### config.mk
export PLATFORM = sky130hd
export DESIGN_NAME = isb_slave_port
export DESIGN_NICKNAME = d
export VERILOG_FILES = /design/src/logic/isb_pkg.sv /design/src/logic/isb_sync.sv /design/src/logic/isb_slave_port.sv
export SDC_FILE = /design/constraint.sdc
export NUM_CORES = 1
export LEC_CHECK = 0
export BUFFER_PORTS_ARGS = -buffer_cell sky130_fd_sc_hd__buf_2
export CORE_MARGIN = 2
export CORE_UTILIZATION = 35
export DETAILED_ROUTE_END_ITERATION = 10
export PLACE_DENSITY_LB_ADDON = 0.08
export SKIP_CTS_REPAIR_TIMING = 1
export SLEW_MARGIN = 20
export SYNTH_ARGS = -nofsm -noshare
export SYNTH_HDL_FRONTEND = slang
export SYNTH_SLANG_ARGS = --single-unit
### constraint.sdc
create_clock -name clk_i -period 2.8 [get_ports clk_i]
set_input_delay 0.14 -clock clk_i [delete_from_list [all_inputs] [get_ports clk_i]]
set_output_delay 0.14 -clock clk_i [all_outputs]
set_load 0.02 [all_outputs]
### src/logic/isb_pkg.sv
`default_nettype none
package isb_pkg;

  // avalon side
  localparam int unsigned ADDR_W = 10;
  localparam int unsigned DATA_W = 32;

  // register indices, byte address is four times the index
  localparam logic [7:0] IDX_IRQ_EN    = 8'ha9;
  localparam logic [7:0] IDX_ADDR_EN   = 8'he9;
  localparam logic [7:0] IDX_CTL       = 8'hea;
  localparam logic [7:0] IDX_RX1       = 8'heb;
  localparam logic [7:0] IDX_RX2_TX    = 8'hec;
  localparam logic [7:0] IDX_IRQ_STAT  = 8'hf0;
  localparam logic [7:0] IDX_IRQ_MASK  = 8'hf1;

  // reset values
  localparam logic [7:0] RST_IRQ_EN    = 8'h00;
  localparam logic [7:0] RST_ADDR_EN   = 8'h64;
  localparam logic [7:0] RST_CTL       = 8'h04;
  localparam logic [7:0] RST_BYTE      = 8'h00;
  localparam logic [2:0] RST_IRQ       = 3'h0;

  // field positions
  localparam int unsigned IRQ_EN_BIT   = 6;
  localparam int unsigned PORT_EN_BIT  = 0;
  localparam int unsigned EV_RX1       = 0;
  localparam int unsigned EV_RX2       = 1;
  localparam int unsigned EV_TXD       = 2;

  // serial framing
  localparam logic [3:0] BYTE_BITS     = 4'h8;
  localparam logic [3:0] LAST_TX_BIT   = 4'h7;
  localparam logic [1:0] MAX_RX_BYTES  = 2'h2;

  typedef struct packed {
    logic master_irq_en;
    logic transmit_done_irq_en;
    logic second_byte_irq_en;
    logic first_byte_irq_en;
    logic rsvd;
    logic transmit_done_flag;
    logic second_byte_done_flag;
    logic first_byte_done_flag;
  } isb_ctl_s;

  typedef enum logic [2:0] {
    ST_IDLE = 3'h0,
    ST_ADDR = 3'h1,
    ST_AACK = 3'h2,
    ST_RX   = 3'h3,
    ST_RACK = 3'h4,
    ST_TX   = 3'h5,
    ST_TACK = 3'h6
  } isb_state_e;

endpackage : isb_pkg
`default_nettype wire

### src/logic/isb_sync.sv
`timescale 1ns/1ps
`default_nettype none
module isb_sync #(
  parameter int unsigned WIDTH = 2
) (
  input  wire logic             clk_i,
  input  wire logic             resetn_i,
  input  wire logic             ce_i,
  input  wire logic [WIDTH-1:0] d_i,
  output logic      [WIDTH-1:0] q_o
);

  logic [WIDTH-1:0] meta_reg;

  // idle bus lines are high, so reset to ones
  always_ff @(posedge clk_i) begin
    if (!resetn_i) begin
      meta_reg <= '1;
      q_o      <= '1;
    end else if (ce_i) begin
      meta_reg <= d_i;
      q_o      <= meta_reg;
    end
  end

endmodule : isb_sync
`default_nettype wire

### src/logic/isb_slave_port.sv
`timescale 1ns/1ps
`default_nettype none
// Function
// - accept at most two received bytes after each start
// - first byte done sets its flag and interrupt if enabled
// - writing zero clears the first byte flag
// - second byte has own flag, interrupt and write-zero clear
// - after a read start, send exactly one byte
// - byte sent sets transmit flag and interrupt if enabled
// - writing zero clears the transmit flag
// - own bus address comes from address register bits 7 to 1
// - control bits 6, 5, 4 enable transmit, second, first irq
// - first byte register returns last first byte, read-only
// - shared register reads second byte, write loads send byte
module isb_slave_port
  import isb_pkg::*;
(
  input  wire logic              clk_i,
  input  wire logic              resetn_i,
  input  wire logic              ce_i,
  input  wire logic [ADDR_W-1:0] avs_address_i,
  input  wire logic              avs_read_i,
  input  wire logic              avs_write_i,
  input  wire logic [DATA_W-1:0] avs_writedata_i,
  input  wire logic [3:0]        avs_byteenable_i,
  output logic      [DATA_W-1:0] avs_readdata_o,
  output logic                   avs_waitrequest_o,
  input  wire logic              scl_i,
  input  wire logic              sda_i,
  output logic                   sda_o,
  output logic                   sda_oe_o,
  output logic                   irq_o
);

  logic       [7:0] peripheral_irq_enable_reg;
  logic       [7:0] slave_address_enable_reg;
  isb_ctl_s         ctl_reg;
  logic       [7:0] first_rx_byte_reg;
  logic       [7:0] second_rx_byte_reg;
  logic       [7:0] tx_byte_reg;
  logic       [2:0] irq_stat_reg;
  logic       [2:0] irq_mask_reg;
  logic       [7:0] rd_byte;

  wire logic        req      = avs_read_i | avs_write_i;
  wire logic        acc      = req & ~avs_waitrequest_o;
  wire logic        wr_acc   = acc & avs_write_i & avs_byteenable_i[0];
  wire logic        rd_acc   = acc & avs_read_i;
  wire logic        aligned  = (avs_address_i[1:0] == 2'h0);
  wire logic [7:0]  idx      = avs_address_i[9:2];
  wire logic        sel_ien  = aligned & (idx == IDX_IRQ_EN);
  wire logic        sel_adr  = aligned & (idx == IDX_ADDR_EN);
  wire logic        sel_ctl  = aligned & (idx == IDX_CTL);
  wire logic        sel_rx1  = aligned & (idx == IDX_RX1);
  wire logic        sel_dat  = aligned & (idx == IDX_RX2_TX);
  wire logic        sel_ist  = aligned & (idx == IDX_IRQ_STAT);
  wire logic        sel_imk  = aligned & (idx == IDX_IRQ_MASK);
  wire logic [7:0]  wbyte    = avs_writedata_i[7:0];
  wire logic        wr_ctl   = wr_acc & sel_ctl;

  // reserved control bit reads as zero; unmapped reads zero
  assign rd_byte = sel_ien ? peripheral_irq_enable_reg :
                   sel_adr ? slave_address_enable_reg :
                   sel_ctl ? (ctl_reg & 8'hf7) :
                   sel_rx1 ? first_rx_byte_reg :
                   sel_dat ? second_rx_byte_reg :
                   sel_ist ? {5'h00, irq_stat_reg} :
                   sel_imk ? {5'h00, irq_mask_reg} :
                   8'h00;

  // one wait state: request seen, then completed on the next edge
  always_ff @(posedge clk_i) begin
    if (!resetn_i) begin
      avs_waitrequest_o <= 1'b1;
      avs_readdata_o    <= '0;
    end else if (ce_i) begin
      avs_waitrequest_o <= ~(req & avs_waitrequest_o);
      if (req & avs_waitrequest_o) begin
        avs_readdata_o <= {24'h00_0000, rd_byte};
      end
    end
  end

  logic [1:0] pin_q;
  logic       scl_prev_reg;
  logic       sda_prev_reg;

  isb_sync #(
    .WIDTH (2)
  ) u_sync (
    .clk_i    (clk_i),
    .resetn_i (resetn_i),
    .ce_i     (ce_i),
    .d_i      ({scl_i, sda_i}),
    .q_o      (pin_q)
  );

  wire logic scl_q     = pin_q[1];
  wire logic sda_q     = pin_q[0];
  wire logic scl_rise  = scl_q & ~scl_prev_reg;
  wire logic scl_fall  = ~scl_q & scl_prev_reg;
  wire logic scl_hold  = scl_q & scl_prev_reg;
  wire logic start_det = scl_hold & sda_prev_reg & ~sda_q;
  wire logic stop_det  = scl_hold & ~sda_prev_reg & sda_q;

  always_ff @(posedge clk_i) begin
    if (!resetn_i) begin
      scl_prev_reg <= 1'b1;
      sda_prev_reg <= 1'b1;
    end else if (ce_i) begin
      scl_prev_reg <= scl_q;
      sda_prev_reg <= sda_q;
    end
  end

  isb_state_e st_reg;
  isb_state_e st_next;
  logic [3:0] cnt_reg;
  logic [3:0] cnt_next;
  logic [7:0] shift_reg;
  logic [7:0] shift_next;
  logic [1:0] rxc_reg;
  logic [1:0] rxc_next;
  logic       rw_reg;
  logic       rw_next;
  logic       oe_reg;
  logic       oe_next;

  wire logic port_en  = slave_address_enable_reg[PORT_EN_BIT];
  wire logic [6:0] own_bus_address = slave_address_enable_reg[7:1];
  wire logic addr_hit = port_en & (shift_reg[7:1] == own_bus_address);
  wire logic byte_end = scl_fall & (cnt_reg == BYTE_BITS);
  wire logic ev_rx1   = (st_reg == ST_RX) & byte_end & (rxc_reg == 2'h0);
  wire logic ev_rx2   = (st_reg == ST_RX) & byte_end & (rxc_reg == 2'h1);
  wire logic ev_txd   = (st_reg == ST_TACK) & scl_rise & port_en
                        & ~start_det & ~stop_det;

  always_comb begin
    st_next    = st_reg;
    cnt_next   = cnt_reg;
    shift_next = shift_reg;
    rxc_next   = rxc_reg;
    rw_next    = rw_reg;
    oe_next    = oe_reg;
    if (!port_en) begin
      st_next = ST_IDLE;
      oe_next = 1'b0;
    end else if (start_det) begin
      st_next  = ST_ADDR;
      cnt_next = 4'h0;
      rxc_next = 2'h0;
      oe_next  = 1'b0;
    end else if (stop_det) begin
      st_next = ST_IDLE;
      oe_next = 1'b0;
    end else begin
      case (st_reg)
        ST_ADDR: begin
          if (scl_rise) begin
            shift_next = {shift_reg[6:0], sda_q};
            cnt_next   = cnt_reg + 4'h1;
          end else if (byte_end) begin
            st_next = addr_hit ? ST_AACK : ST_IDLE;
            oe_next = addr_hit;
            rw_next = shift_reg[0];
          end
        end
        ST_AACK: begin
          if (scl_fall) begin
            cnt_next = 4'h0;
            if (rw_reg) begin
              st_next    = ST_TX;
              shift_next = tx_byte_reg;
              oe_next    = ~tx_byte_reg[7];
            end else begin
              st_next = ST_RX;
              oe_next = 1'b0;
            end
          end
        end
        ST_RX: begin
          if (scl_rise) begin
            shift_next = {shift_reg[6:0], sda_q};
            cnt_next   = cnt_reg + 4'h1;
          end else if (byte_end) begin
            // a third byte is not acknowledged
            cnt_next = 4'h0;
            rxc_next = (rxc_reg < MAX_RX_BYTES) ? rxc_reg + 2'h1 : rxc_reg;
            st_next  = (rxc_reg < MAX_RX_BYTES) ? ST_RACK : ST_IDLE;
            oe_next  = (rxc_reg < MAX_RX_BYTES);
          end
        end
        ST_RACK: begin
          if (scl_fall) begin
            st_next = ST_RX;
            oe_next = 1'b0;
          end
        end
        ST_TX: begin
          if (scl_fall) begin
            if (cnt_reg == LAST_TX_BIT) begin
              st_next = ST_TACK;
              oe_next = 1'b0;
            end else begin
              shift_next = {shift_reg[6:0], 1'b0};
              cnt_next   = cnt_reg + 4'h1;
              oe_next    = ~shift_reg[6];
            end
          end
        end
        ST_TACK: begin
          // back to idle after one byte
          if (scl_rise) begin
            st_next = ST_IDLE;
          end
        end
        default: begin
          st_next = ST_IDLE;
          oe_next = 1'b0;
        end
      endcase
    end
  end

  always_ff @(posedge clk_i) begin
    if (!resetn_i) begin
      st_reg    <= ST_IDLE;
      cnt_reg   <= 4'h0;
      shift_reg <= 8'h00;
      rxc_reg   <= 2'h0;
      rw_reg    <= 1'b0;
      oe_reg    <= 1'b0;
    end else if (ce_i) begin
      st_reg    <= st_next;
      cnt_reg   <= cnt_next;
      shift_reg <= shift_next;
      rxc_reg   <= rxc_next;
      rw_reg    <= rw_next;
      oe_reg    <= oe_next;
    end
  end

  // open drain: only ever pulls low
  always_ff @(posedge clk_i) begin
    if (!resetn_i) begin
      sda_o    <= 1'b0;
      sda_oe_o <= 1'b0;
    end else if (ce_i) begin
      sda_o    <= 1'b0;
      sda_oe_o <= oe_next;
    end
  end

  // write zero clears a flag, write one keeps it; an event wins
  wire logic clr_rx1 = wr_ctl & ~wbyte[0];
  wire logic clr_rx2 = wr_ctl & ~wbyte[1];
  wire logic clr_txd = wr_ctl & ~wbyte[2];

  always_ff @(posedge clk_i) begin
    if (!resetn_i) begin
      peripheral_irq_enable_reg <= RST_IRQ_EN;
      slave_address_enable_reg  <= RST_ADDR_EN;
      ctl_reg                   <= RST_CTL;
      tx_byte_reg               <= RST_BYTE;
      irq_mask_reg              <= RST_IRQ;
    end else if (ce_i) begin
      if (wr_acc & sel_ien) begin
        peripheral_irq_enable_reg <= wbyte;
      end
      if (wr_acc & sel_adr) begin
        slave_address_enable_reg <= wbyte;
      end
      if (wr_ctl) begin
        ctl_reg.master_irq_en        <= wbyte[7];
        ctl_reg.transmit_done_irq_en <= wbyte[6];
        ctl_reg.second_byte_irq_en   <= wbyte[5];
        ctl_reg.first_byte_irq_en    <= wbyte[4];
      end
      ctl_reg.first_byte_done_flag  <= ev_rx1 |
        (ctl_reg.first_byte_done_flag & ~clr_rx1);
      ctl_reg.second_byte_done_flag <= ev_rx2 |
        (ctl_reg.second_byte_done_flag & ~clr_rx2);
      ctl_reg.transmit_done_flag    <= ev_txd |
        (ctl_reg.transmit_done_flag & ~clr_txd);
      ctl_reg.rsvd <= 1'b0;
      if (wr_acc & sel_dat) begin
        tx_byte_reg <= wbyte;
      end
      if (wr_acc & sel_imk) begin
        irq_mask_reg <= wbyte[2:0];
      end
    end
  end

  // received data have no reset value
  always_ff @(posedge clk_i) begin
    if (ce_i) begin
      if (ev_rx1) begin
        first_rx_byte_reg <= shift_reg;
      end
      if (ev_rx2) begin
        second_rx_byte_reg <= shift_reg;
      end
    end
  end

  logic [2:0] irq_ev;
  // clear only bits that were returned, so a late event survives
  wire logic [2:0] irq_clr = (rd_acc & sel_ist) ? avs_readdata_o[2:0]
                                                : 3'h0;

  assign irq_ev[EV_RX1] = ev_rx1 & ctl_reg.first_byte_irq_en;
  assign irq_ev[EV_RX2] = ev_rx2 & ctl_reg.second_byte_irq_en;
  assign irq_ev[EV_TXD] = ev_txd & ctl_reg.transmit_done_irq_en;

  always_ff @(posedge clk_i) begin
    if (!resetn_i) begin
      irq_stat_reg <= RST_IRQ;
      irq_o        <= 1'b0;
    end else if (ce_i) begin
      irq_stat_reg <= irq_ev | (irq_stat_reg & ~irq_clr);
      irq_o        <= |(irq_stat_reg & irq_mask_reg)
                      & peripheral_irq_enable_reg[IRQ_EN_BIT];
    end
  end
endmodule : isb_slave_port
`default_nettype wire

-- Yosys cells after proc, flatten, opt, wreduce, memory -nomap -nowiden
Cells that the tools add are included.
- bits in registers: 88
- bits of input ports: 53
- output and inout port bits: 36
- logic and storage cells: 219
- add/sub/neg operators: 2
- order comparisons: 1
- eq/ne operators: 39
- muxes and demuxes: 58
- bitwise logic cells: 69
- reductions and logical operators: 23
- operator list (operator ; count):
    $mux 8 ; 10
    $eq 8x8->1 const B ; 7
    $mux 3 ; 17
    $ne 5x5->1 const B ; 9
    $and 1x1->1 ; 44
    $mux 4 ; 8
    $pmux 8 s3 ; 1
    $reduce_and 10->1 ; 2
    $pmux 3 s6 ; 1
    $reduce_and 9->1 ; 2
    $not 1->1 ; 17
    $pmux 4 s4 ; 1
    $reduce_and 2->1 ; 8
    $mux 2 ; 7
    $reduce_and 7->1 ; 2
    $mux 1 ; 12
    $ne 3x3->1 const B ; 4
    $ne 2x2->1 const B ; 5
    $eq 3x3->1 const B ; 3
    $ne 4x4->1 const B ; 2
    $eq 7x7->1 ; 1
    $and 3x3->3 ; 2
    $eq 3x2->1 const B ; 2
    $pmux 1 s6 ; 1
    other kinds (17) ; 24

-- Logic depth before layout (Yosys ltp)
- depth after elaboration: 9
- mapped depth: 8
- mapped depth without buffers: 8

-- Hierarchy
From an unflattened synthesis, not the netlist that was laid out.
- cell total of the unflattened synthesis: 506
- area total of the unflattened synthesis: 4623.2 µm²
- by module, submodules not included (module ; times used ; cells an instance ; area each (µm²) ; sequential area each (µm²)):
    isb_slave_port ; 1 ; 493 ; 4483.0 ; 1841.8
    isb_sync ; 1 ; 13 ; 140.1 ; 80.1

-- Worst setup path after synthesis
No wires, ideal clock.
- path kind: flip-flop to flip-flop
- from: register st_reg[1]
- to: register st_reg[0]
- setup time: 0.072 ns
- arrival: 1.692 ns
- required time: 2.728 ns
- setup slack: 1.036 ns
- stages on the path, launching flop included: 8
- path buffers: 1
- clock period less this slack: 1.764 ns
- cells stage by stage: dfxtp_1 > buf_2 > inv_1 > ha_1 > or3_1 > o22ai_1 > nand3_1 > mux2i_1
- cells in the longest elaborated chain, start to end: 5
- elaborated cells on any way between the ends: 20
- those cells by class: 15 x eq/ne; 4 x mux; 1 x reduce/logical
- RTL lines (what ; line ; RTL):
    start, declared ; isb_slave_port.sv:116 ; isb_state_e st_reg;
    start signal, assigned ; isb_slave_port.sv:234 ; st_reg <= st_next;
    $eq 3x3->1, or another cell as far along ; isb_slave_port.sv:157 ; case (st_reg)
    $pmux 3 s6 ; isb_slave_port.sv:157 ;
    $mux 3 ; isb_slave_port.sv:153 ; end else if (stop_det) begin
    $mux 3 ; isb_slave_port.sv:148 ; end else if (start_det) begin
    $mux 3 ; isb_slave_port.sv:145 ; if (!port_en) begin
Several ways; a longest one is shown, not always the timed one.
A chain may end at the register's enable or synchronous reset.

-- Final worst setup path
- from: register cnt_reg[0]
- to: register irq_stat_reg[1]
- cells in the longest elaborated chain, start to end: 6
- RTL lines (what ; line ; RTL):
    start, declared ; isb_slave_port.sv:118 ; logic [3:0] cnt_reg;
    start signal, assigned ; isb_slave_port.sv:235 ; cnt_reg <= cnt_next;
    $eq 4x4->1 ; isb_slave_port.sv:132 ; wire logic byte_end = scl_fall & (cnt_reg == BYTE_BITS);
    $and 1x1->1 ; isb_slave_port.sv:132 ;
    $and 1x1->1 (2 in series) ; isb_slave_port.sv:134 ; wire logic ev_rx2 = (st_reg == ST_RX) & byte_end & (rxc_reg == 2'h1);
    $and 1x1->1 ; isb_slave_port.sv:313 ; assign irq_ev[EV_RX2] = ev_rx2 & ctl_reg.second_byte_irq_en;
    $or 3x3->3 ; isb_slave_port.sv:321 ; irq_stat_reg <= irq_ev | (irq_stat_reg & ~irq_clr);
    end signal, assigned ; isb_slave_port.sv:321 ;
    end, declared ; isb_slave_port.sv:41 ; logic [2:0] irq_stat_reg;
Every way passes these cells.

==> out/summary.txt <==
Outcome: completed
Setup_tns: 0 ps
Routed WL: 13200 µm
DRC: 0
Vias per cell: 5.38
Simple-Gate Fraction of Synth Area: 20.3%
RSZ-0062 raised after global routing: false
GPL Wtd Cong: 0.900
Seq/Total Area, Yosys: 40.2%
CORE AREA: 13300 µm²
Mux cell area share after synthesis: 10.7%
Hold Crit Class: in2reg
TritonCTS Sinks: 88
Layout area overhead: 11.7%
CTS tree: built
Data required, critical path: 3070 ps
Dpl hpwl: 9620 µm
First-pass GRT wire length: 20700 µm
GRT Overall Usage: 18.7%
Finished Layout Cells: 738
Multi-input logic area: 2550 µm²
Dpl cells: 722
WS Path Type: reg2reg
First-pass DRT Iterations: 5
Clock Root Buffer: clkbuf_16
Highest ir drop seen on vdd: 0.000282 V
Pins Over Slew Limit: 0
Synth Area in Compound Gates: 17.1%
Share of layout cells above drive strength 1: 13.7%
Synth unique cells: 69
Worst-skew pair later-pin latency: 350 ps
Ant. Diodes: 0
Critical Path End Type: register
Most common cell after layout, fill and taps aside: dfxtp_1
Final core utilization: 40.2%
Register Area: 1920 µm²
Slew Limit Headroom: 48.2%
FF-to-FF Start: cnt_reg[0]
Worst hold slack: 11.6 ps
Worst-path clk slew: 70 ps
Iter 0 DRT Violations: 194
PortBufs: 36
FP Rows: 42
CP Launch Point: cnt_reg[0]
Clk_skew: 7.90 ps
H-tree depth: 3
Routed wire per std cell: 17.9 µm
Max Cap Violations: 0
Mapped Area: 4780 µm²
CP max FO: 9
Fill count: 1362
Post-route ant nets: 0
Cells after Synth: 526
IO Pins: 89
Post-route minimum period: 2150 ps
Ys Warns: 0
#FFs+latches synth: 88
Final Setup Violations: 0
Max Fclk: 466 MHz
Share of flip-flops with an asynchronous set or reset: 0%
Final nets: 616
Most frequent cells in the layout: dfxtp_1, mux2i_1, a21oi_1, nor2_1, buf_2
Largest net degree at the start of global routing: 30
CP arrival: 2410 ps
Initial Util: 35.9%
Hold Vio Cnt, Final: 0
Syn_area_per_cell: 9.09 µm²
Initial antenna violation count: 0
Vias: 3972
Die ar.: 14600 µm²
Xor/xnor share of the synthesized area: 1.65%
PD cells: 501 nW/µm²
Synth Flop Type: dfxtp_1
Final worst-path cycle share: 76.7%
Clock buffer depth: 2
HP Start: scl_i
Post-synth EDFFs: 16
Total clock buffers created by CTS: 9
Largest family of logic cells by synthesized area: simple AND/OR/NAND/NOR gates
Least-Margin Pin Slew: 777 ps
Adder-Cell Fraction of Synth Area: 1.57%
Vert. Die Dim: 121 µm
CP startpoint kind: register
Gr ovfl total: 0
Vias in the first global route: 3637
Pleak: 1.99 nW
Die X: 121 µm
==> logic make-up after synthesis <==
| logic type | after synthesis |
|---|---|
| simple gates | 167 |
| fa+ha+maj | 6 |
| xor+xnor | 9 |
| mux | 51 |
| buf+inv | 76 |
| flops | 88 |
| other cells | 1 |
| compound gates | 128 |
==> worst max-delay path, cell delays in order (launching register included) <==
cell      delay, ps
dfxtp_1         350
inv_1            90
ha_1            160
nand3b_1        170
nor4_2          480
nand3_1         200
inv_1           340
nand2_1         150
a21oi_1         140
==> final timing paths <==
check / endpoint / slack (ps) / depth (start not counted)
max reg2reg: irq_stat_reg[1] / 650 / 8
max: irq_stat_reg[1] / 650 / 8
min: u_sync.meta_reg[1] / 10 / 3
min reg2reg: irq_o / 470 / 2
==> cell usage after synthesis (all sizes together), types with 9 or more instances <==
cell     n  area [µm²]
a21oi   44         220
buf     41         268
clkbuf  14        52.6
dfxtp   72        1440
edfxtp  16         480
inv     21        78.8
mux2i   51         510
nand2   30         115
nand2b  11        68.8
nand3   14        70.1
nor2    43         161
nor2b   10        70.1
nor3    11        55.1
o21ai   25         125
xnor2    9        78.8
==> metal layers <==
| metal | GRT usage [%] | vias up | share of wire [%] |
|---|---|---|---|
| met1 | 27.2 | 1918 | 49 |
| met2 | 27.9 | 109 | 45 |
| met5 | 0 | - | 0 |
| li1 | - | 1933 | - |
| met4 | 5.60 | 0 | 1.4 |
| met3 | 3.48 | 12 | 4.5 |
==> power by group <==
group | internal [mW] | total [mW] | switching [mW]
Clock | 0.608 | 1.15 | 0.543
Sequential | 1.30 | 1.31 | 0.0106
Combinational | 0.0665 | 0.219 | 0.152
==> through the flow <==
| stage | instance area, µm² | power, mW | setup slack, ps |
|---|---|---|---|
| floorplan | 4870 | 1.50 | 1040 |
| global placement | 5060 | 1.55 | 666 |
| detailed placement | 5060 | 1.55 | 622 |
| CTS | 5340 | 2.71 | 611 |
| global route | 5340 | 2.78 | 417 |
| finish | 5340 | 2.68 | 654 |
==> final cells by class <==
| type | instances | area share [%] |
|---|---|---|
| multi-input combinational | 386 | 47.7 |
| clock inverter | 7 | 0.961 |
| timing repair buffer | 51 | 5.48 |
| tap | 176 | 4.12 |
| sequential | 88 | 36.0 |
| clock buffer | 9 | 4.22 |
| inverter | 21 | 1.48 |
Note: power is estimated with default switching activity, not from simulation.
